## src/csr_pkg.sv

```systemverilog
// Constants, types and helpers shared by the chip-settings readback block.
package csr_pkg;

    // ***********************************************************************
    // Command and reply codes
    // ***********************************************************************
    localparam logic [7:0] CSR_CMD_READ = 8'hB0;
    localparam logic [7:0] CSR_SUB_CHIP = 8'h00;
    localparam logic [7:0] CSR_RC_OK = 8'h00;
    localparam logic [7:0] CSR_RC_UNSUP = 8'h01;
    localparam logic [7:0] CSR_STRUCT_LEN = 8'h0E;
    localparam logic [7:0] CSR_FILL = 8'h00;
    localparam logic [5:0] CSR_IDX_CODE = 6'h00;
    localparam logic [5:0] CSR_IDX_RC = 6'h01;
    localparam logic [5:0] CSR_IDX_LEN = 6'h02;
    localparam logic [5:0] CSR_IDX_B4 = 6'h04;
    localparam logic [5:0] CSR_IDX_B5 = 6'h05;
    localparam logic [5:0] CSR_IDX_B6 = 6'h06;
    localparam logic [5:0] CSR_IDX_LAST = 6'h3F;

    // ***********************************************************************
    // Register map and field layout
    // ***********************************************************************
    localparam logic [7:0] CSR_OFS_SETTINGS = 8'h00_00;
    localparam logic [7:0] CSR_OFS_CONTROL = 8'h00_04;
    localparam logic [7:0] CSR_OFS_STATUS = 8'h00_08;
    localparam logic [7:0] CSR_OFS_DAC = 8'h00_0C;
    localparam logic [23:0] CSR_SETTINGS_RST = 24'h00_0000;
    localparam logic [3:0] CSR_CONTROL_RST = 4'h0;
    localparam int CSR_CTL_BUS_EN = 0;
    localparam int CSR_CTL_SUSP_EN = 1;
    localparam int CSR_CTL_CFG_EN = 2;
    localparam int CSR_CTL_CLK_EN = 3;
    localparam int CSR_B4_SERIAL = 7;
    localparam int CSR_B4_RX = 6;
    localparam int CSR_B4_TX = 5;
    localparam int CSR_B4_BUS = 4;
    localparam int CSR_B4_SUSP = 3;
    localparam int CSR_B4_CFG = 2;
    localparam int CSR_B6_REF_SRC = 5;

    // ***********************************************************************
    // Types
    // ***********************************************************************
    typedef enum logic [1:0] {
        CSR_SEC_OPEN = 2'h0,
        CSR_SEC_PASSWORD = 2'h1,
        CSR_SEC_LOCKED = 2'h2
    } csr_sec_t;

    typedef struct packed {
        logic [7:0] b4;
        logic [7:0] b5;
        logic [7:0] b6;
    } csr_settings_t;

    typedef struct packed {
        logic rx_busy;
        logic tx_busy;
        logic bus_busy;
        logic suspended;
        logic configured;
    } csr_act_t;

    typedef struct packed {
        logic rx_activity_indicator;
        logic tx_activity_indicator;
        logic bus_activity_indicator;
        logic suspend_indicator;
        logic configured_indicator;
    } csr_ind_t;

    typedef struct packed {
        logic [1:0] level;
        logic internal_sel;
        logic [4:0] value;
    } csr_dac_t;

    // Indicator level: idle level, inverted while the activity is present.
    function automatic logic csr_level(input logic idle_lvl, input logic active);
        csr_level = idle_lvl ^ active;
    endfunction : csr_level

endpackage : csr_pkg

```

## src/csr_ind_bank.sv

```systemverilog
// Indicator pin drivers for the five activity and status indicators.
module csr_ind_bank
    import csr_pkg::*;
(
    input wire logic clk_i,
    input wire logic srst_i,
    input wire logic [7:0] b4_i,
    input wire logic [3:0] ctl_i,
    input wire csr_act_t act_i,
    output csr_ind_t ind_o
);

    // A disabled indicator parks at its idle level so it never shows false activity.
    always_ff @(posedge clk_i) begin
        if (srst_i) begin
            ind_o <= '0;
        end else begin
            ind_o.rx_activity_indicator <= csr_level(b4_i[CSR_B4_RX], act_i.rx_busy);
            ind_o.tx_activity_indicator <= csr_level(b4_i[CSR_B4_TX], act_i.tx_busy);
            ind_o.bus_activity_indicator <= csr_level(b4_i[CSR_B4_BUS],
                act_i.bus_busy & ctl_i[CSR_CTL_BUS_EN]);
            ind_o.suspend_indicator <= csr_level(b4_i[CSR_B4_SUSP],
                act_i.suspended & ctl_i[CSR_CTL_SUSP_EN]);
            ind_o.configured_indicator <= csr_level(b4_i[CSR_B4_CFG],
                act_i.configured & ctl_i[CSR_CTL_CFG_EN]);
        end
    end

endmodule : csr_ind_bank

```

## src/csr_clkdiv.sv

```systemverilog
// Clock-output divider for the general pin.
module csr_clkdiv
    import csr_pkg::*;
(
    input wire logic clk_i,
    input wire logic srst_i,
    input wire logic en_i,
    input wire logic [4:0] div_i,
    output logic clk_o
);

    logic [4:0] count;

    // The output toggles every div_i cycles; a divider of zero holds the pin low.
    always_ff @(posedge clk_i) begin
        if (srst_i) begin
            count <= '0;
            clk_o <= 1'b0;
        end else if (!en_i || div_i == '0) begin
            count <= '0;
            clk_o <= 1'b0;
        end else if (count >= div_i - 5'd1) begin
            count <= '0;
            clk_o <= ~clk_o;
        end else begin
            count <= count + 5'd1;
        end
    end

endmodule : csr_clkdiv

```

## src/csr_top.sv

```systemverilog
// Chip-settings block: register slave, settings reply and settings outputs.
//
// Added by the designer: the register addresses and register access over APB.
module csr_top
    import csr_pkg::*;
(
    input wire logic CLK_I,
    input wire logic SRST_I,
    input wire logic [7:0] PADDR_I,
    input wire logic PSEL_I,
    input wire logic PENABLE_I,
    input wire logic PWRITE_I,
    input wire logic [31:0] PWDATA_I,
    output logic [31:0] PRDATA_O,
    output logic PREADY_O,
    output logic PSLVERR_O,
    input wire logic REQ_VALID_I,
    input wire logic [7:0] REQ_CMD_I,
    input wire logic [7:0] REQ_SUB_I,
    output logic REQ_READY_O,
    output logic RPL_VALID_O,
    output logic [7:0] RPL_DATA_O,
    output logic RPL_LAST_O,
    input wire logic RPL_READY_I,
    input wire csr_act_t ACT_I,
    output csr_ind_t IND_O,
    output logic SERIAL_EN_O,
    output csr_sec_t SEC_LEVEL_O,
    output logic CLKOUT_O,
    output csr_dac_t DAC_O
);

    // ***********************************************************************
    // Register bus
    // ***********************************************************************
    csr_settings_t settings;
    logic [3:0] control;
    logic [4:0] dac_live;
    logic dac_loaded;
    logic access;
    logic hit;
    logic [31:0] next_rdata;

    typedef enum {CSR_IDLE, CSR_SEND} csr_state_t;
    csr_state_t state;

    // The slave answers one cycle into the access phase; PREADY drops afterwards.
    assign access = PSEL_I && PENABLE_I && !PREADY_O;

    always_comb begin
        hit = 1'b1;
        next_rdata = '0;
        case (PADDR_I)
            CSR_OFS_SETTINGS: next_rdata = {8'h00, settings};
            CSR_OFS_CONTROL: next_rdata = {28'h000_0000, control};
            CSR_OFS_STATUS: next_rdata = {26'h000_0000, state == CSR_SEND, ACT_I};
            CSR_OFS_DAC: next_rdata = {27'h000_0000, dac_live};
            default: hit = 1'b0;
        endcase
    end

    always_ff @(posedge CLK_I) begin
        if (SRST_I) begin
            PREADY_O <= 1'b0;
            PSLVERR_O <= 1'b0;
            PRDATA_O <= '0;
        end else begin
            PREADY_O <= access;
            PSLVERR_O <= access && !hit;
            PRDATA_O <= (access && !PWRITE_I && hit) ? next_rdata : '0;
        end
    end

    always_ff @(posedge CLK_I) begin
        if (SRST_I) begin
            settings <= CSR_SETTINGS_RST;
            control <= CSR_CONTROL_RST;
        end else if (access && PWRITE_I) begin
            if (PADDR_I == CSR_OFS_SETTINGS) begin
                settings <= PWDATA_I[23:0];
            end
            if (PADDR_I == CSR_OFS_CONTROL) begin
                control <= PWDATA_I[3:0];
            end
        end
    end

    // ***********************************************************************
    // DAC value
    // ***********************************************************************
    // Reset clears the load flag and the live value; the stored field is copied on the
    // first edge after release so no port value enters the reset branch.
    always_ff @(posedge CLK_I) begin
        if (SRST_I) begin
            dac_loaded <= 1'b0;
            dac_live <= '0;
        end else if (!dac_loaded) begin
            dac_loaded <= 1'b1;
            dac_live <= settings.b6[4:0];
        end else if (access && PWRITE_I && PADDR_I == CSR_OFS_DAC) begin
            dac_live <= PWDATA_I[4:0];
        end
    end

    always_ff @(posedge CLK_I) begin
        if (SRST_I) begin
            DAC_O <= '0;
        end else begin
            DAC_O.level <= settings.b6[7:6];
            DAC_O.internal_sel <= settings.b6[CSR_B6_REF_SRC];
            DAC_O.value <= dac_live;
        end
    end

    // ***********************************************************************
    // Enumeration and security outputs
    // ***********************************************************************
    always_ff @(posedge CLK_I) begin
        if (SRST_I) begin
            SERIAL_EN_O <= 1'b0;
            SEC_LEVEL_O <= CSR_SEC_OPEN;
        end else begin
            SERIAL_EN_O <= settings.b4[CSR_B4_SERIAL];
            case (settings.b4[1:0])
                2'h3, 2'h2: SEC_LEVEL_O <= CSR_SEC_LOCKED;
                2'h1: SEC_LEVEL_O <= CSR_SEC_PASSWORD;
                default: SEC_LEVEL_O <= CSR_SEC_OPEN;
            endcase
        end
    end

    // ***********************************************************************
    // Settings reply
    // ***********************************************************************
    csr_settings_t snap;
    logic sub_ok;
    logic [5:0] idx;
    logic take;
    logic advance;

    // Settings are frozen at the request so a bus write during the reply
    // cannot tear the structure the host receives.
    function automatic logic [7:0] reply_byte(input logic [5:0] i, input logic ok,
                                              input csr_settings_t s);
        logic [7:0] b;
        b = CSR_FILL;
        case (i)
            CSR_IDX_CODE: b = CSR_CMD_READ;
            CSR_IDX_RC: b = ok ? CSR_RC_OK : CSR_RC_UNSUP;
            CSR_IDX_LEN: b = ok ? CSR_STRUCT_LEN : CSR_FILL;
            CSR_IDX_B4: b = ok ? s.b4 : CSR_FILL;
            CSR_IDX_B5: b = ok ? s.b5 : CSR_FILL;
            CSR_IDX_B6: b = ok ? s.b6 : CSR_FILL;
            default: b = CSR_FILL;
        endcase
        reply_byte = b;
    endfunction : reply_byte

    // Requests with another command code are consumed and dropped.
    assign take = (state == CSR_IDLE) && REQ_VALID_I && REQ_READY_O;
    assign advance = (state == CSR_SEND) && RPL_VALID_O && RPL_READY_I;

    always_ff @(posedge CLK_I) begin
        if (SRST_I) begin
            state <= CSR_IDLE;
            REQ_READY_O <= 1'b0;
            snap <= '0;
            sub_ok <= 1'b0;
            idx <= '0;
        end else begin
            case (state)
                CSR_IDLE: begin
                    REQ_READY_O <= 1'b1;
                    if (take && REQ_CMD_I == CSR_CMD_READ) begin
                        state <= CSR_SEND;
                        REQ_READY_O <= 1'b0;
                        snap <= settings;
                        sub_ok <= (REQ_SUB_I == CSR_SUB_CHIP);
                        idx <= CSR_IDX_CODE;
                    end
                end
                CSR_SEND: begin
                    if (advance) begin
                        if (idx == CSR_IDX_LAST) begin
                            state <= CSR_IDLE;
                            REQ_READY_O <= 1'b1;
                        end else begin
                            idx <= idx + 6'd1;
                        end
                    end
                end
                default: state <= CSR_IDLE;
            endcase
        end
    end

    always_ff @(posedge CLK_I) begin
        if (SRST_I) begin
            RPL_VALID_O <= 1'b0;
            RPL_DATA_O <= '0;
            RPL_LAST_O <= 1'b0;
        end else if (take && REQ_CMD_I == CSR_CMD_READ) begin
            RPL_VALID_O <= 1'b1;
            RPL_DATA_O <= CSR_CMD_READ;
            RPL_LAST_O <= 1'b0;
        end else if (advance) begin
            if (idx == CSR_IDX_LAST) begin
                RPL_VALID_O <= 1'b0;
                RPL_DATA_O <= '0;
                RPL_LAST_O <= 1'b0;
            end else begin
                RPL_DATA_O <= reply_byte(idx + 6'd1, sub_ok, snap);
                RPL_LAST_O <= (idx + 6'd1 == CSR_IDX_LAST);
            end
        end
    end

    // ***********************************************************************
    // Indicators and clock output
    // ***********************************************************************
    csr_ind_bank u_ind (
        .clk_i(CLK_I),
        .srst_i(SRST_I),
        .b4_i(settings.b4),
        .ctl_i(control),
        .act_i(ACT_I),
        .ind_o(IND_O)
    );

    csr_clkdiv u_clkdiv (
        .clk_i(CLK_I),
        .srst_i(SRST_I),
        .en_i(control[CSR_CTL_CLK_EN]),
        .div_i(settings.b5[4:0]),
        .clk_o(CLKOUT_O)
    );

endmodule : csr_top

```

## config.mk

```make
export PLATFORM = sky130hd
export DESIGN_NAME = csr_top
export DESIGN_NICKNAME = d
export VERILOG_FILES = /design/src/csr_pkg.sv /design/src/csr_ind_bank.sv /design/src/csr_clkdiv.sv /design/src/csr_top.sv
export SDC_FILE = /design/constraint.sdc
export NUM_CORES = 1
export LEC_CHECK = 0
export ABC_AREA = 1
export BUFFER_PORTS_ARGS = -buffer_cell sky130_fd_sc_hd__buf_4
export CORE_ASPECT_RATIO = 2
export CORE_MARGIN = 2
export CORE_UTILIZATION = 45
export CTS_CLUSTER_DIAMETER = 80
export DETAILED_ROUTE_END_ITERATION = 6
export PLACE_DENSITY = 0.69
export SLEW_MARGIN = 20
export SYNTH_ARGS = -nofsm -noshare
export SYNTH_HDL_FRONTEND = slang
export SYNTH_SLANG_ARGS = --single-unit
```

## constraint.sdc

```tcl
create_clock -name CLK_I -period 4.5 [get_ports CLK_I]
set_input_delay 0.9 -clock CLK_I [delete_from_list [all_inputs] [get_ports CLK_I]]
set_output_delay 0.9 -clock CLK_I [all_outputs]
set_load 0.01 [all_outputs]
```

==> results.yml, run 1 <==
sta:
  fin_crit_sh: 0.556
  drv_slew: 0
  skew_ns: 0.00794
  maxSlewHeadroom: 0.480
  fin_crit_ns: 2.50
  hold_viol_final: 0
  setup_violations: 0
  rsz0062_at_grt: "no"
  worst_pin_slew_ns: 0.779
  tns_ns: 0
  max_freq_ghz: 0.399
yosys:
  synth_area_leaders: "dfxtp_1 48%, a21oi_1 6.6%, nand2_1 6.2%"
  ys_ff_latch: 125
  yosysSeqAreaShare: 0.477
  yosysTopAreaCell: "dfxtp_1"
  synthFlopType: "dfxtp_1"
  ys_types: 38
  avgSynthCellArea_um2: 7.89
  synth_edf_count: 0
  synth_cells: 664
  async_reset_ff_frac: 0
  syn_area_um2: 5240
  yosysWarningCount: 0
  synth_top_area_share: 0.477
cts:
  ctsHoldBuffers: 0
  cts-root-buf: "clkbuf_16"
  cts_buffer_depth: 2
  cts_tree: "built"
  clk_pin_slew_ns: 0.06
  insertion_delay_ns: 0.41
  postCtsSetupRepairBufs: 0
  h-tree-depth: 4
  ctsResizeCount: 0
  numCtsBuffers: 17
  clock-sinks: 125
setup_path:
  crit_family: "simple AND/OR/NAND/NOR gates"
  worstPathArrival_ns: 2.81
  reg2reg_depth: 11
  timing.rr.start: "settings[8]$_SDFFE_PP0P_"
  cp_max_fo: 24
  reg2reg_slack_ns: 2.27
  cp_cell_sequence: "buf_4, or2_1, inv_2, nand4_4, nand4_1, nand3_2, nor3_1"
  max_stage_delay_ns: 0.54
  cp_slowest_cell: "nand3_2"
  criticalPathCategory: "primary input to flip-flop"
  worstPathRequired_ns: 4.81
  startpoint_type: "primary input"
  critical_path_buf_inv_count: 2
  endpoint_kind: "flip-flop"
  crit_cells: 7
  rr_endpoint: "u_clkdiv.count[2]$_SDFF_PP0_"
floorplanning:
  ios: 130
  dieArea_um2: 12600
  rows: 55
  start_util: 0.462
  coreArea_um2: 11400
  die_h_um: 157
  die_w_um: 80.3
drt:
  routed.top_layer: "met4"
  wl_met2_mm: 8.09
  wl_met1_mm: 4.94
  via_per_inst: 5.20
  wl_per_cell_um: 15.3
  drtPass1Iterations: 5
  ant_nets: 0
  drtIter0Drc: 187
  wl_mm: 14.1
  vias: 4793
  drc: 0
  wl_met3_um: 614
finish:
  final_common_cell: "dfxtp_1"
  drive_above_1_share: 0.223
  stdcell_area_um2: 6750
  diodes: 0
  final_cells: 921
  area_growth_pct: 28.8
  nNetsFinal: 846
  layout_common_cells: "125 x dfxtp_1, 114 x buf_4, 86 x nand2_1"
placement:
  portBuffers: 113
  gp_congestion: 0.929
  dpl.hpwl_mm: 10.2
  placedCellCount: 889
  place_area_um2: 6100
power_and_ir_drop:
  p_per_area_nw_per_um2: 402
  ir_drop_uv: 322
  leakagePower_nw: 2.91
grt:
  track_usage: 0.232
  grt_max_degree: 47
  grt_pass1_wl_mm: 22.4
  first_global_vias: 4735
  gr-total-overflow: 0
  antenna_found_initial: 0
min_path:
  min_to: "SEC_LEVEL_O[0]$_SDFF_PP0_"
  hold_path.class: "flip-flop to flip-flop"
  min_from: "settings[17]$_SDFFE_PP0P_"
  hold_depth: 1
run_status:
  status: "finished clean"
job:
  maxCapViolCount: 0
[how the worst max path moves through the flow]
| stage | startpoint | to | slack [ns] |
|---|---|---|---|
| 3_5_place_dp | PADDR_I[1] | PRDATA_O[7]$_SDFF_PP0_ | 1.56 |
| 5_1_grt | PADDR_I[1] | settings[16]$_SDFFE_PP0P_ | 1.85 |
| 6_report | PADDR_I[1] | PRDATA_O[6]$_SDFF_PP0_ | 2.00 |
| 2_1_floorplan | PADDR_I[1] | settings[20]$_SDFFE_PP0P_ | 2.44 |
| 3_3_place_gp | PADDR_I[1] | PRDATA_O[6]$_SDFF_PP0_ | 1.59 |
| 4_1_cts | PADDR_I[1] | PRDATA_O[7]$_SDFF_PP0_ | 1.99 |
[kinds of logic (layout without fill, tap and decap cells)]
kind of cell | after synthesis | in the layout | share of synthesized area
and+or+nand+nor | 252 | 252 | 0.234
AOI/OAI and AO/OA | 156 | 156 | 0.157
DFF | 125 | 125 | 0.477
buffers and inverters | 111 | 219 | 0.0905
adders and majority gates | 12 | 12 | 0.0286
xor gates and xnor gates | 7 | 7 | 0.0117
other | 1 | 8 | 0.000715
[synth_stat cells (2+ instances only)]
cell type  instances
a211oi_1           7
a21oi_1           69
buf_2              7
buf_4              9
buf_6              2
clkbuf_1          19
dfxtp_1          125
ha_1              12
inv_1             68
inv_2              5
nand2_1           86
nand2_2            3
nand3_1           27
nand3b_1          12
nand4_1            9
nand4_2            2
nor2_1            81
nor2_2             3
nor2_4             3
nor3_1             9
nor3_2             7
nor4_1             4
o21ai_0           42
o21ai_1           28
o22ai_1            7
xnor2_1            5
xor2_1             2
[flip-flops by register name (all words and copies together) (netlist names), 2 cells and up]
register	cells
u_ind.ind_o	5
u_clkdiv.count	5
idx	6
control	4
RPL_DATA_O	8
settings	24
DAC_O	8
SEC_LEVEL_O	2
dac_live	5
snap	24
PRDATA_O	24
[stage by stage]
| step | setup slack, ns | util | total power, W | hold WS, ns |
|---|---|---|---|---|
| detailed placement | 1.56 | 0.537 | 0.00124 | 0.416 |
| global placement | 1.59 | 0.537 | 0.00124 | 0.404 |
| CTS | 1.99 | 0.594 | 0.00273 | 0.423 |
| floorplan | 2.44 | - | 0.00119 | 0.401 |
| global route | 1.85 | 0.594 | 0.00278 | 0.434 |
| finish | 2.00 | 0.594 | 0.00271 | 0.423 |
[metal layers]
metal / up-vias / GRT usage
li1: 2373 / -
met1: 2235 / 0.225
met2: 151 / 0.451
met3: 34 / 0.0467
met4: 0 / 0.102
met5: - / 0
[power by group]
| group | internal, W | switching (W) | leakage [nW] |
|---|---|---|---|
| clock | 0.00101 | 0.000481 | 0.313 |
| sequential | 0.00112 | 0.00000376 | 1.01 |
| combinational | 0.0000486 | 0.0000520 | 1.59 |
| total | 0.00217 | 0.000536 | 2.91 |
[area by class of cell]
cell class / instances / area [um2]
Tap cell: 142 / 178
Timing Repair Buffer: 114 / 856
Sequential cell: 125 / 2500
Multi-Input combinational cell: 435 / 2290
Clock inverter: 11 / 189
Inverter: 73 / 274
Fill cell: 1033 / 4600
Clock buffer: 21 / 460
No activity file was read; power rests on OpenSTA's default activity.
==> run 2: changes to the inputs <==
clock period = 2.4 ns   (was 4.5 ns; I/O delays follow)
==> run 2 against run 1 <==
Net effect: global-route usage is 0.29 points higher; die area stayed put; largest cell class unchanged; wire length is 0.64% higher; sequential power is 88% higher; via count is 1.6% higher; register-to-register slack worse by 2.0 ns; final cell count is 0.87% higher; utilization is 0.67 points higher; first-iteration DRC count is 40% higher; clock power is 91% higher; clock-buffer cell count is 2 lower; critical path depth is 4 higher.
==> results.yml, run 2 (synthesis results as in run 1) <==
drt:
  ant_nets: 0
  wl_mm: 14.2
  vias: 4871
  drc: 0
  via_per_inst: 5.24
  drtPass1Iterations: 5
  wl_per_cell_um: 15.3
  drtIter0Drc: 261
cts:
  postCtsSetupRepairBufs: 0
  h-tree-depth: 4
  cts_buffer_depth: 2
  cts-root-buf: "clkbuf_16"
  clk_pin_slew_ns: 0.06
  numCtsBuffers: 17
  ctsHoldBuffers: 0
  clock-sinks: 125
  insertion_delay_ns: 0.41
  cts_tree: "built"
  ctsResizeCount: 0
finish:
  area_growth_pct: 30.2
  nNetsFinal: 854
  final_common_cell: "dfxtp_1"
  fillCellCount: 1031
  diodes: 0
  top_regs: "PRDATA_O (24), settings (24), snap (24)"
  stdcell_area_um2: 6830
  drive_above_1_share: 0.234
  layout_common_cells: "125 x dfxtp_1, 122 x buf_4, 86 x nand2_1"
floorplanning:
  dieArea_um2: 12600
  rows: 55
  coreArea_um2: 11400
  die_h_um: 157
  ios: 130
  die_w_um: 80.3
  start_util: 0.462
sta:
  tns_ns: 0
  rsz0062_at_grt: "no"
  setup_violations: 0
  maxSlewHeadroom: 0.481
  max_freq_ghz: 0.459
  worst_pin_slew_ns: 0.778
  drv_slew: 0
  hold_viol_final: 0
  skew_ns: 0.00649
  fin_crit_ns: 2.18
  fin_crit_sh: 0.907
placement:
  gp_congestion: 0.897
  dpl.hpwl_mm: 10.4
  portBuffers: 113
  place_area_um2: 6160
setup_path:
  endpoint_kind: "flip-flop"
  worstPathRequired_ns: 2.74
  cp_max_fo: 5
  worstPathArrival_ns: 2.52
  startpoint_type: "flip-flop"
  timing.rr.start: "settings[8]$_SDFFE_PP0P_"
  criticalPathCategory: "flip-flop to flip-flop"
  cp-startpoint: "settings[8]$_SDFFE_PP0P_"
job:
  maxCapViolCount: 0
grt:
  track_usage: 0.234
  first_global_vias: 4819
  grt_pass1_wl_mm: 22.6
  antenna_found_initial: 0
  grt_max_degree: 47
  gr-total-overflow: 0
power_and_ir_drop:
  p_per_area_nw_per_um2: 753
  ir_drop_uv: 642
  leakagePower_nw: 2.95
min_path:
  min_from: "PWDATA_I[15]"
  hold_path.class: "primary input to flip-flop"
run_status:
  status: "finished clean"
run 2: metal layers:
layer | track usage | part of all wire | vias to the layer above
li1 | - | - | 2398
met1 | 0.234 | 0.36 | 2287
met2 | 0.444 | 0.57 | 151
met3 | 0.0479 | 0.040 | 35
met4 | 0.114 | 0.036 | 0
met5 | 0 | 0 | -
run 2: worst max-delay path: stages (launching register included):
cell and delay (ns):
dfxtp_1 0.32, inv_1 0.15, ha_1 0.25, nand3_1 0.12
nand2_1 0.08, inv_1 0.04, ha_1 0.30, a21oi_1 0.15
o21a_1 0.16, nand3_1 0.10, or2_2 0.33, nor2_1 0.11
run 2: final timing paths:
| kind | slack, ns | depth (start not counted) | to |
|---|---|---|---|
| setup / recovery | 0.22 | 11 | u_clkdiv.count[4]$_SDFF_PP0_ |
| hold reg to reg | 0.42 | 1 | SEC_LEVEL_O[0]$_SDFF_PP0_ |
| hold / removal | 0.29 | 3 | settings[15]$_SDFFE_PP0P_ |
| setup reg to reg | 0.22 | 11 | u_clkdiv.count[4]$_SDFF_PP0_ |
run 2: power breakdown:
group | leakage (nW) | total (W) | switching, W | internal, W
registers | 1.01 | 0.00210 | 0.00000728 | 0.00209
clock network | 0.316 | 0.00285 | 0.000949 | 0.00190
logic | 1.62 | 0.000191 | 0.0000977 | 0.0000935
run 2: per-stage QoR:
step | instances | total power, W | worst slack [ns] | hold WS [ns] | util
5_1_grt | 929 | 0.00528 | 0.0737 | 0.308 | 0.601
6_report | 929 | 0.00514 | 0.224 | 0.290 | 0.601
2_1_floorplan | 671 | 0.00223 | 0.515 | 0.401 | -
3_5_place_dp | 897 | 0.00233 | 0.286 | 0.416 | 0.543
4_1_cts | 929 | 0.00516 | 0.234 | 0.287 | 0.601
3_3_place_gp | 897 | 0.00233 | 0.340 | 0.404 | 0.543
run 2: layout make-up:
class | count | area (um2) | share of cell area
clock inverters | 13 | 213 | 0.0312
clock buffers | 19 | 453 | 0.0663
repair buffers | 122 | 916 | 0.134
flip-flops and latches | 125 | 2500 | 0.367
multi-input cells | 435 | 2290 | 0.336
inverters | 73 | 274 | 0.0401
well taps | 142 | 178 | 0.0260
